[config.mk]
export PLATFORM = sky130hd
export DESIGN_NAME = qps_dev_flat
export DESIGN_NICKNAME = d
export VERILOG_FILES = /design/src/qps_pkg.sv /design/src/qps_link_if.sv /design/src/qps_dev.sv /design/src/flat_wrapper.sv
export SDC_FILE = /design/constraint.sdc
export NUM_CORES = 1
export LEC_CHECK = 0
export CAP_MARGIN = 25
export CORE_ASPECT_RATIO = 0.5
export CORE_MARGIN = 4
export CORE_UTILIZATION = 30
export DETAILED_ROUTE_END_ITERATION = 16
export DONT_BUFFER_PORTS = 1
export PLACE_DENSITY = 0.49
export SETUP_SLACK_MARGIN = 0.05
export SKIP_LAST_GASP = 1
export SYNTH_ARGS = -nofsm -noshare
export SYNTH_HDL_FRONTEND = slang
export SYNTH_SLANG_ARGS = --single-unit
[constraint.sdc]
create_clock -name sys_clk -period 2.7 [get_ports sys_clk]
set_input_delay 0.675 -clock sys_clk [delete_from_list [all_inputs] [get_ports sys_clk]]
set_output_delay 0.675 -clock sys_clk [all_outputs]
set_load 0.01 [all_outputs]
[src/qps_pkg.sv]
// Shared constants, types and helpers for the quad pot serial link.
// Assumes both ends run on one 10 MHz sys_clk.
package qps_pkg;

  localparam int CLK_PERIOD_NS = 100;
  localparam int SCK_PERIOD_NS = 800;
  localparam int SCK_HALF_CYC = SCK_PERIOD_NS / (2 * CLK_PERIOD_NS);
  localparam logic [2:0] HALF_LAST = 3'(SCK_HALF_CYC - 1);
  localparam int NV_WRITE_CYC_DEF = 64;

  localparam int NPOT = 4;
  localparam int NSLOT = 4;
  localparam int WW = 6;
  localparam logic [5:0] TAP_MIN = 6'h00;
  localparam logic [5:0] TAP_MAX = 6'h3f;
  localparam logic [5:0] NV_INIT = 6'h20;
  localparam logic [1:0] BOOT_SLOT = 2'h0;

  // Bit counters within a frame
  localparam logic [2:0] BIT_LAST = 3'h7;
  localparam logic [2:0] BIT_SLOT = 3'h1;
  localparam logic [3:0] FRAME_LAST = 4'hf;

  // Instruction byte: op, device address, pot
  localparam int OP_MSB = 7;
  localparam int OP_LSB = 4;
  localparam int ADDR_MSB = 3;
  localparam int ADDR_LSB = 2;
  localparam int POT_MSB = 1;
  localparam int POT_LSB = 0;
  // Data byte: slot, value; value msb doubles as copy direction
  localparam int SLOT_MSB = 7;
  localparam int SLOT_LSB = 6;
  localparam int VAL_MSB = 5;
  localparam int VAL_LSB = 0;
  localparam int COPY_DIR = 5;

  typedef enum logic [3:0] {
    OP_RD_WIPER = 4'h9,
    OP_WR_WIPER = 4'ha,
    OP_RD_SLOT = 4'hb,
    OP_WR_SLOT = 4'hc,
    OP_COPY = 4'hd,
    OP_STEP = 4'h2
  } qps_op_t;

  typedef logic [NPOT-1:0][WW-1:0] qps_wipers_t;

  typedef struct packed {
    logic cs_n;
    logic sck;
    logic si;
    logic hold_n;
    logic wp_n;
    logic a_msb;
    logic a_lsb;
  } qps_pins_t;

  localparam qps_pins_t PINS_IDLE = '{cs_n: 1'b1, sck: 1'b0, si: 1'b0,
    hold_n: 1'b1, wp_n: 1'b1, a_msb: 1'b0, a_lsb: 1'b0};

  function automatic logic qps_op_ok(input logic [3:0] op);
    return op inside {OP_RD_WIPER, OP_WR_WIPER, OP_RD_SLOT, OP_WR_SLOT,
                      OP_COPY, OP_STEP};
  endfunction : qps_op_ok

  function automatic logic [3:0] qps_slot_idx(input logic [1:0] pot,
                                              input logic [1:0] slot);
    return {pot, slot};
  endfunction : qps_slot_idx

  function automatic logic [5:0] qps_step(input logic [5:0] w,
                                          input logic up);
    if (up) begin
      return (w == TAP_MAX) ? w : w + 6'h01;
    end
    return (w == TAP_MIN) ? w : w - 6'h01;
  endfunction : qps_step

endpackage : qps_pkg

[src/qps_link_if.sv]
// Link between the pot device end and the serial master end.
// The serial output is open when not driven and reads as a pulled-up 1.
`timescale 1ns/1ps
`default_nettype none
interface qps_link_if;
  logic cs_n;
  logic sck;
  logic si;
  logic hold_n;
  logic wp_n;
  logic so_o;
  logic so_oe;
  logic so;

  assign so = so_oe ? so_o : 1'b1;

  modport dev (input cs_n, input sck, input si, input hold_n, input wp_n,
               output so_o, output so_oe);
  modport host (output cs_n, output sck, output si, output hold_n,
                output wp_n, input so);
endinterface : qps_link_if
`default_nettype wire

[src/qps_dev.sv]
// Device end: serial control of four 64-tap wipers and sixteen slots.
// Assumes the link pins are asynchronous to sys_clk and sck is slow
// enough for four or more sys_clk cycles per half period.
//
// How it works
// Sample serial input on rising clock
// Shift serial output on falling clock
// Works in modes (0,0) and (1,1)
// Answer only when straps match address
// Deselected: output off, standby unless writing
// Frame starts at chip select fall
// Slot write starts at chip select rise
// Write protect blocks slot writes only
// Protect fall aborts pending write only
// Pause with clock low freezes link
// Master keeps pause high when unused
// First byte goes to instruction register
// First byte holds one of six opcodes
// Four 6-bit wiper setting registers
// Sixteen 6-bit non-volatile setting slots
// Reset loads boot slot into wipers
// All wipers and slots readable, writable
// Copy between wiper and own slots
// Step mode moves wiper one tap per clock rise
// Bad opcode or address: ignore frame
// Stepping saturates at taps 0, 63
`timescale 1ns/1ps
`default_nettype none
module qps_dev
  import qps_pkg::*;
#(
  parameter int NV_WRITE_CYC = NV_WRITE_CYC_DEF
) (
  input wire logic sys_clk,
  input wire logic resetn,
  qps_link_if.dev bus,
  input wire logic strap_addr_lsb,
  input wire logic strap_addr_msb,
  output logic [NPOT-1:0][WW-1:0] wiper_setting_reg,
  output logic standby,
  output logic nv_busy
);

  typedef enum logic [2:0] {
    DS_IDLE = 3'b000,
    DS_INSTR = 3'b001,
    DS_DATA = 3'b011,
    DS_STEP = 3'b110,
    DS_IGNORE = 3'b010
  } qps_dst_t;

  localparam logic [15:0] NV_CNT_LAST = 16'(NV_WRITE_CYC - 1);

  qps_pins_t meta_r;
  qps_pins_t sync_r;
  logic sck_d_r;
  logic cs_d_r;
  logic wp_d_r;
  logic hold_act_r;
  qps_dst_t st_r;
  logic [2:0] bit_r;
  logic [7:0] sh_r;
  logic [3:0] op_r;
  logic [1:0] pot_r;
  logic [1:0] slot_r;
  logic [5:0] out_r;
  logic so_r;
  logic so_en_r;
  logic rd_arm_r;
  qps_wipers_t wiper_r;
  logic [5:0] nv_setting_slot [NPOT*NSLOT];
  logic recall_r;
  logic pend_r;
  logic [3:0] pend_idx_r;
  logic [5:0] pend_val_r;
  logic busy_r;
  logic [15:0] busy_cnt_r;
  logic standby_r;

  logic active;
  logic rise;
  logic fall;
  logic cs_rise;
  logic wp_fall;
  logic byte_done;
  logic is_read;
  logic [7:0] byte_in;

  ////////////////////////////////////////////////////////////////////////
  // Pin synchronisers and edge detection

  always_ff @(posedge sys_clk) begin
    if (!resetn) begin
      meta_r <= PINS_IDLE;
      sync_r <= PINS_IDLE;
    end else begin
      meta_r <= '{cs_n: bus.cs_n, sck: bus.sck, si: bus.si,
                  hold_n: bus.hold_n, wp_n: bus.wp_n,
                  a_msb: strap_addr_msb, a_lsb: strap_addr_lsb};
      sync_r <= meta_r;
    end
  end

  always_ff @(posedge sys_clk) begin
    if (!resetn) begin
      sck_d_r <= PINS_IDLE.sck;
      cs_d_r <= PINS_IDLE.cs_n;
      wp_d_r <= PINS_IDLE.wp_n;
    end else begin
      sck_d_r <= sync_r.sck;
      cs_d_r <= sync_r.cs_n;
      wp_d_r <= sync_r.wp_n;
    end
  end

  // Pause only changes while sck is low, so no edge is lost or invented
  always_ff @(posedge sys_clk) begin
    if (!resetn || sync_r.cs_n) begin
      hold_act_r <= 1'b0;
    end else if (!sync_r.sck) begin
      hold_act_r <= !sync_r.hold_n;
    end
  end

  // Both edges are tracked, so idle-high and idle-low clocks both work
  assign active = !sync_r.cs_n && !hold_act_r;
  assign rise = active && sync_r.sck && !sck_d_r;
  assign fall = active && !sync_r.sck && sck_d_r;
  assign cs_rise = sync_r.cs_n && !cs_d_r;
  assign wp_fall = wp_d_r && !sync_r.wp_n;
  assign byte_in = {sh_r[6:0], sync_r.si};
  assign byte_done = rise && (st_r == DS_DATA) && (bit_r == BIT_LAST);
  assign is_read = (op_r == OP_RD_WIPER) || (op_r == OP_RD_SLOT);

  ////////////////////////////////////////////////////////////////////////
  // Frame sequencer

  always_ff @(posedge sys_clk) begin
    if (!resetn || sync_r.cs_n) begin
      st_r <= DS_IDLE;
      bit_r <= 3'h0;
    end else begin
      unique case (st_r)
        // Low cs seen in idle is the fall; a busy part sits the frame out
        DS_IDLE: begin
          st_r <= busy_r ? DS_IGNORE : DS_INSTR;
        end
        DS_INSTR: begin
          if (rise) begin
            bit_r <= bit_r + 3'h1;
            if (bit_r == BIT_LAST) begin
              if (byte_in[ADDR_MSB:ADDR_LSB] !=
                  {sync_r.a_msb, sync_r.a_lsb} ||
                  !qps_op_ok(byte_in[OP_MSB:OP_LSB])) begin
                st_r <= DS_IGNORE;
              end else if (byte_in[OP_MSB:OP_LSB] == OP_STEP) begin
                st_r <= DS_STEP;
              end else begin
                st_r <= DS_DATA;
              end
            end
          end
        end
        DS_DATA: begin
          if (rise) begin
            bit_r <= bit_r + 3'h1;
            // One action per frame; later bits are dropped
            if (bit_r == BIT_LAST) begin
              st_r <= DS_IGNORE;
            end
          end
        end
        DS_STEP, DS_IGNORE: begin
          st_r <= st_r;
        end
        default: begin
          st_r <= DS_IGNORE;
        end
      endcase
    end
  end

  always_ff @(posedge sys_clk) begin
    if (!resetn) begin
      sh_r <= 8'h00;
      op_r <= 4'h0;
      pot_r <= 2'h0;
      slot_r <= 2'h0;
    end else if (rise) begin
      sh_r <= byte_in;
      if (st_r == DS_INSTR && bit_r == BIT_LAST) begin
        op_r <= byte_in[OP_MSB:OP_LSB];
        pot_r <= byte_in[POT_MSB:POT_LSB];
      end
      if (st_r == DS_DATA && bit_r == BIT_SLOT) begin
        slot_r <= byte_in[1:0];
      end
    end
  end

  ////////////////////////////////////////////////////////////////////////
  // Read path: value launches on the fall after the slot bits

  always_ff @(posedge sys_clk) begin
    if (!resetn || sync_r.cs_n) begin
      so_r <= 1'b0;
      so_en_r <= 1'b0;
      rd_arm_r <= 1'b0;
      out_r <= 6'h00;
    end else begin
      if (rise && st_r == DS_DATA && bit_r == BIT_SLOT && is_read) begin
        rd_arm_r <= 1'b1;
        out_r <= (op_r == OP_RD_WIPER) ? wiper_r[pot_r] :
                 nv_setting_slot[qps_slot_idx(pot_r, byte_in[1:0])];
      end else if (byte_done) begin
        rd_arm_r <= 1'b0;
      end else if (fall && rd_arm_r) begin
        so_r <= out_r[VAL_MSB];
        out_r <= {out_r[4:0], 1'b0};
        so_en_r <= 1'b1;
      end
    end
  end

  assign bus.so_o = so_r;
  assign bus.so_oe = so_en_r && active;

  ////////////////////////////////////////////////////////////////////////
  // Wiper setting registers

  always_ff @(posedge sys_clk) begin
    if (!resetn) begin
      recall_r <= 1'b1;
      wiper_r <= '0;
    end else if (recall_r) begin
      recall_r <= 1'b0;
      for (int i = 0; i < NPOT; i++) begin
        wiper_r[i] <= nv_setting_slot[qps_slot_idx(2'(i), BOOT_SLOT)];
      end
    end else if (rise && st_r == DS_STEP) begin
      wiper_r[pot_r] <= qps_step(wiper_r[pot_r], sync_r.si);
    end else if (byte_done) begin
      if (op_r == OP_WR_WIPER) begin
        wiper_r[pot_r] <= byte_in[VAL_MSB:VAL_LSB];
      end else if (op_r == OP_COPY && !byte_in[COPY_DIR]) begin
        wiper_r[pot_r] <= nv_setting_slot[qps_slot_idx(pot_r, slot_r)];
      end
    end
  end

  assign wiper_setting_reg = wiper_r;

  ////////////////////////////////////////////////////////////////////////
  // Non-volatile slots; content is restored to NV_INIT by resetn,
  // standing in for factory content in this model.

  always_ff @(posedge sys_clk) begin
    if (!resetn) begin
      pend_r <= 1'b0;
      pend_idx_r <= 4'h0;
      pend_val_r <= 6'h00;
      busy_r <= 1'b0;
      busy_cnt_r <= 16'h0000;
      for (int i = 0; i < NPOT * NSLOT; i++) begin
        nv_setting_slot[i] <= NV_INIT;
      end
    end else if (busy_r) begin
      // Data is latched, so protect changes no longer matter
      busy_cnt_r <= busy_cnt_r + 16'h0001;
      if (busy_cnt_r == NV_CNT_LAST) begin
        busy_r <= 1'b0;
        nv_setting_slot[pend_idx_r] <= pend_val_r;
      end
    end else if (cs_rise && pend_r) begin
      busy_r <= 1'b1;
      busy_cnt_r <= 16'h0000;
      pend_r <= 1'b0;
    end else if (sync_r.cs_n || wp_fall) begin
      pend_r <= 1'b0;
    end else if (byte_done && sync_r.wp_n &&
                 (op_r == OP_WR_SLOT ||
                  (op_r == OP_COPY && byte_in[COPY_DIR]))) begin
      pend_r <= 1'b1;
      pend_idx_r <= qps_slot_idx(pot_r, slot_r);
      pend_val_r <= (op_r == OP_WR_SLOT) ? byte_in[VAL_MSB:VAL_LSB] :
                    wiper_r[pot_r];
    end
  end

  always_ff @(posedge sys_clk) begin
    if (!resetn) begin
      standby_r <= 1'b0;
    end else begin
      // A latched write counts as busy, so standby never blinks on
      standby_r <= sync_r.cs_n && !busy_r && !pend_r;
    end
  end

  assign standby = standby_r;
  assign nv_busy = busy_r;

endmodule : qps_dev
`default_nettype wire

[src/flat_wrapper.sv]
// flat-port wrapper written by rule: the top's interface ports become plain ports
module qps_dev_flat import qps_pkg::*;
#(
  parameter int NV_WRITE_CYC = NV_WRITE_CYC_DEF
)
  (sys_clk, resetn, strap_addr_lsb, strap_addr_msb, wiper_setting_reg, standby, nv_busy, bus_cs_n, bus_sck, bus_si, bus_hold_n, bus_wp_n, bus_so_o, bus_so_oe);
  qps_link_if bus_i ();
  input wire logic sys_clk;
  input wire logic resetn;
  input wire logic strap_addr_lsb;
  input wire logic strap_addr_msb;
  output logic [NPOT-1:0][WW-1:0] wiper_setting_reg;
  output logic standby;
  output logic nv_busy;
  input wire logic [$bits(bus_i.cs_n)-1:0] bus_cs_n;
  input wire logic [$bits(bus_i.sck)-1:0] bus_sck;
  input wire logic [$bits(bus_i.si)-1:0] bus_si;
  input wire logic [$bits(bus_i.hold_n)-1:0] bus_hold_n;
  input wire logic [$bits(bus_i.wp_n)-1:0] bus_wp_n;
  output wire logic [$bits(bus_i.so_o)-1:0] bus_so_o;
  output wire logic [$bits(bus_i.so_oe)-1:0] bus_so_oe;
  assign bus_i.cs_n = bus_cs_n;
  assign bus_i.sck = bus_sck;
  assign bus_i.si = bus_si;
  assign bus_i.hold_n = bus_hold_n;
  assign bus_i.wp_n = bus_wp_n;
  assign bus_so_o = bus_i.so_o;
  assign bus_so_oe = bus_i.so_oe;
  qps_dev #(.NV_WRITE_CYC(NV_WRITE_CYC)) u_core (.sys_clk(sys_clk), .resetn(resetn), .bus(bus_i), .strap_addr_lsb(strap_addr_lsb), .strap_addr_msb(strap_addr_msb), .wiper_setting_reg(wiper_setting_reg), .standby(standby), .nv_busy(nv_busy));
endmodule
# Yosys cells after proc, flatten, opt, wreduce, memory -nomap -nowiden
# Memory sizes are Yosys's and may differ from the RTL's.
# Cells that the tools add are included.
word_totals:
  ff_bits: 102
  ram_bits: 96
  input_bits: 9
  output_inout_bits: 28
  word_cells: 193
  memories: 1
mem_list:
  columns: ["memory", "words", "width", "read_ports", "rd_clocked_by_memory_dff", "wr", "line", "text"]
  rows:
  - ["u_core.nv_setting_slot", 16, 6, 6, 0, 16, "qps_dev.sv:71", "logic [5:0] nv_setting_slot [NPOT*NSLOT];"]
op_classes:
  addsub: 4
  n_lt_le_gt_ge: 2
  n_eq_ne: 25
  muxes: 54
  n_bitwise: 6
  n_reduce_logical: 62
ops:
  columns: ["operator", "n"]
  rows:
  - ["24-bit two-way mux", 5]
  - ["6-bit two-way mux", 15]
  - ["24-bit bitwise mux", 3]
  - ["4-bit == test, second input constant", 10]
  - ["16-bit two-way mux", 2]
  - ["1-bit logical AND", 24]
  - ["1-bit two-way mux", 18]
  - ["3-bit two-way mux", 6]
  - ["16-bit by 1-bit adder with 16-bit output, second input constant", 1]
  - ["16-bit by 6-bit == test with 1-bit output, second input constant", 1]
  - ["6-bit binary-select mux with 2-bit select", 1]
  - ["6-bit demux with 2-bit select", 1]
  - ["1-bit zero test", 12]
  - ["3-bit one-hot mux with 4 select lines", 1]
  - ["2-bit AND reduction", 6]
  - ["6-bit by 1-bit adder with 6-bit output, second input constant", 1]
  - ["3-bit by 1-bit == test with 1-bit output, second input constant", 2]
  - ["3-bit by 2-bit == test with 1-bit output, second input constant", 2]
  - ["3-bit == test, second input constant", 2]
  - ["6-bit == test, second input constant", 1]
  - ["6-bit zero test", 1]
  - ["2-bit by 1-bit != test with 1-bit output, second input constant", 3]
  - ["1-bit NOT", 6]
  - ["2-bit nonzero test", 3]
  - ["other kinds (19)", 26]

# Depth between registers and ports, before layout
logic_depth:
  depth_word: 15
  ltp_mapped: 11
  mapped_depth_nobuf: 9

# Worst setup path after synthesis
# Ideal clock, no wire load.
synth_timing:
  path_type: "register -> register"
  from: "reg u_core.busy_cnt_r[0]"
  to: "mem u_core.nv_setting_slot[12][0] (enable)"
  setup_time_ns: 0.377
  arrival_ns: 2.434
  t_required_ns: 2.323
  setup_slack_ns: -0.111
  path_stages_with_launch: 10
  n_path_buf: 3
  period_less_slack_ns: 2.811
  cell_sequence: "dfxtp_1 ha_1 and4_1 and3_1 clkbuf_1 and3_1 buf_2 or4b_1 buf_2 o21ai_0"
synth_lines:
  columns: ["element", "line", "text"]
  rows:
  - ["start: declaration", "qps_dev.sv:77", "logic [15:0] busy_cnt_r;"]
  - ["start signal: assignment", "qps_dev.sv:269", "busy_cnt_r <= busy_cnt_r + 16'h0001;"]
  - ["end: declaration", "qps_dev.sv:71", null]

==> flow_summary.yaml <==
run_status:
  status: "finished, final reports clean"
route:
  ant_nets: 0
  wirelength_mm: 33.9
  viasPerCell: 5.51
  drc: 0
  wl_per_cell_um: 22.5
  vias: 8288
  drt_iter0_markers: 895
  first_pass_iters: 5
timing:
  hold_violations: 0
  setup-tns-final_ps: 0
  rsz0062_at_grt: "true"
  final.period_utilization: 0.938
  worst_slew_pin_slew_ps: 1040
  finalClockSkew_ps: 13.9
  relSlewSlack: 0.303
  max_freq_ghz: 0.395
  min_period_ps: 2530
  slew_violations: 0
  finalSetupViolCount: 0
  hold_slack_ps: 310
floorplan:
  num_io_pins: 37
  core-area_um2: 34600
  start_util: 0.305
  rows: 48
  die_h_um: 141
  die_area_um2: 38500
  fp.dieW_um: 273
clock_network:
  clockBufferDepth: 2
  htree_num_levels: 4
  clkTransAtPathRegs_ps: 80
  ctsHoldBuffers: 0
  clock_sinks: 198
  cts_made_buffers: 17
  cts_tree: "built"
  clock_latency_ps: 440
  root_buffer: "clkbuf_16"
run:
  timing.max_cap.violations: 0
setup_path:
  critPathRequiredTime_ps: 2860
  cp-end-kind: "flip-flop"
  worstSetupEndpoint: "u_core.nv_setting_slot[0][0]"
  reg2reg_depth: 8
  cp.arrival_ps: 2700
  start_kind: "flip-flop"
  timing.rr.start: "u_core.busy_cnt_r[1]"
  critPathKind: "flip-flop to flip-flop"
  rrSetupSlack_ps: 170
  crit_fanout: 10
  crit_start: "u_core.busy_cnt_r[1]"
  r2r-end: "u_core.nv_setting_slot[0][0]"
power:
  p_switching_uw: 1520
  max-vdd-ir-drop_mv: 0.399
  p_leak_uw: 0.00411
  comb_power_share: 0.069
  p_seq_frac: 0.507
  pwr-share-clk: 0.424
  fin_total_pwr_uw: 6500
  power_density_nw_per_um2: 528
  swShare: 0.234
  p_int_uw: 4980
finish:
  drive_above_1_share: 0.224
  num-fill-cells: 3446
  finalNonFillerCells: 1505
  largest_reg_flops: 96
  antenna_cells: 0
  nets: 1033
  final_cell_mix: "dfxtp_1, and2_1, edfxtp_1, buf_4, nor2_1"
  layout_commonest_cell: "dfxtp_1"
  syn2layout_area_growth_pct: 16.6
global_route:
  grt_max_degree: 66
  antenna_found_initial: 0
  overflow: 0
  grt_pass1_vias: 8108
  grtUsageTotal: 0.176
  grt_pass1_wl_mm: 51.0
placement:
  dp.cells: 1472
  place.gp.congestion: 0.925
  dpl.hpwl_mm: 25.1
  port_buffers: 0
synth:
  synth-seq-cells: 198
  synth_area_per_cell_um2: 10.8
  ys_dominant_reg_cell: "dfxtp_1"
  yosys_warnings: 0
  ys_seq_area_frac: 0.466
  synthDistinctLibCells: 72
  synth.net_count: 996
  synth-async-reset-ratio: 0
  syn_inst: 980
  synth-edff-count: 96
  netlist_area_um2: 10600
worst_hold_path:
  holdCritPathClass: "input pin to flip-flop"
  min_path_cells: 1
## final cells by class
| cell class | count | area, um2 | share of cell area |
|---|---|---|---|
| sequential | 198 | 4930 | 0.400 |
| inverter | 12 | 45.0 | 0.00365 |
| multi-input combinational | 695 | 5380 | 0.436 |
| clock inverter | 14 | 194 | 0.0157 |
| timing repair buffer | 93 | 752 | 0.0610 |
| clock buffer | 18 | 429 | 0.0348 |
| tap | 475 | 594 | 0.0482 |
## worst min-delay path by stage
| stage | slack, ps | end | from |
|---|---|---|---|
| 6_report | 310 | u_core.wp_d_r | resetn |
| 5_1_grt | 290 | u_core.wp_d_r | resetn |
| 4_1_cts | 280 | u_core.wp_d_r | resetn |
| 3_5_place_dp | 390 | u_core.sync_r[3] | u_core.meta_r[3] |
| 3_3_place_gp | 410 | u_core.sync_r[3] | u_core.meta_r[3] |
| 2_1_floorplan | 390 | u_core.sync_r[2] | u_core.meta_r[2] |
## layer usage
layer | up-vias | track usage | wire (um)
li1 | 3750 | - | -
met4 | 0 | 0.0574 | 986
met5 | - | 0 | 0
met3 | 54 | 0.0253 | 1820
met2 | 303 | 0.286 | 15800
met1 | 4181 | 0.244 | 15300
## power groups by stage
stage / Sequential [uW] / Combinational [uW] / Clock [uW]
after detailed placement: 3370 / 432 / 0
final: 3300 / 448 / 2760
after global placement: 3360 / 430 / 0
after floorplan: 3330 / 280 / 0
after global routing: 3300 / 479 / 2930
after CTS: 3300 / 436 / 2810
## per-stage QoR
step / cell area, um2 / setup slack [ps] / util
CTS: 12300 / 54.1 / 0.354
finish: 12300 / 167 / 0.356
detailed placement: 11600 / -54.1 / 0.336
floorplan: 10600 / -111 / -
global route: 12300 / 30.2 / 0.356
global placement: 11600 / -40.0 / 0.336
## critical path: stages, from the launching register on
cell,delay (ps)
dfxtp_1,380
ha_1,210
and4_1,210
and3_1,220
and3_4,240
or4b_1,440
buf_4,190
nor3_4,160
nand2b_4,200
## what timing repair did
item / CTS / global route
setup endpoints to repair: 18 / 111
pin swaps: 0 / 3
cloned: 0 / 0
setup buffers: 0 / 1
resized for setup: 6 / 16
## logic make-up after synthesis
family / Yosys count / share of synthesized area
adder cells (fa/ha/maj): 7 / 0.00829
buffers and inverters: 87 / 0.0334
AO/OA/AOI/OAI: 205 / 0.127
multiplexers: 99 / 0.166
XOR/XNOR: 9 / 0.00746
flip-flops: 198 / 0.466
AND/OR/NAND/NOR: 375 / 0.192
## synth_stat cells (6+ instances only)
| cell type | count | area, um2 |
|---|---|---|
| dfxtp_1 | 102 | 2040 |
| nor2_1 | 87 | 327 |
| nor3_1 | 11 | 55.1 |
| a31oi_1 | 9 | 56.3 |
| edfxtp_1 | 96 | 2880 |
| nor2b_1 | 6 | 37.5 |
| o21ai_0 | 45 | 225 |
| mux4_2 | 60 | 1350 |
| a211oi_1 | 16 | 120 |
| inv_1 | 11 | 41.3 |
| a21oi_1 | 57 | 285 |
| clkbuf_1 | 49 | 184 |
| nand4_1 | 13 | 81.3 |
| or3_1 | 19 | 119 |
| and2_1 | 96 | 601 |
| buf_2 | 21 | 105 |
| o221ai_1 | 8 | 70.1 |
| mux2_2 | 11 | 124 |
| o22ai_1 | 13 | 81.3 |
| and3_1 | 6 | 37.5 |
| nand2b_1 | 23 | 144 |
| o211ai_1 | 9 | 67.6 |
| nand2_1 | 56 | 210 |
| nand3_1 | 23 | 115 |
| mux2i_1 | 27 | 270 |
| ha_1 | 7 | 87.6 |
(Power assumes the default switching activity.)
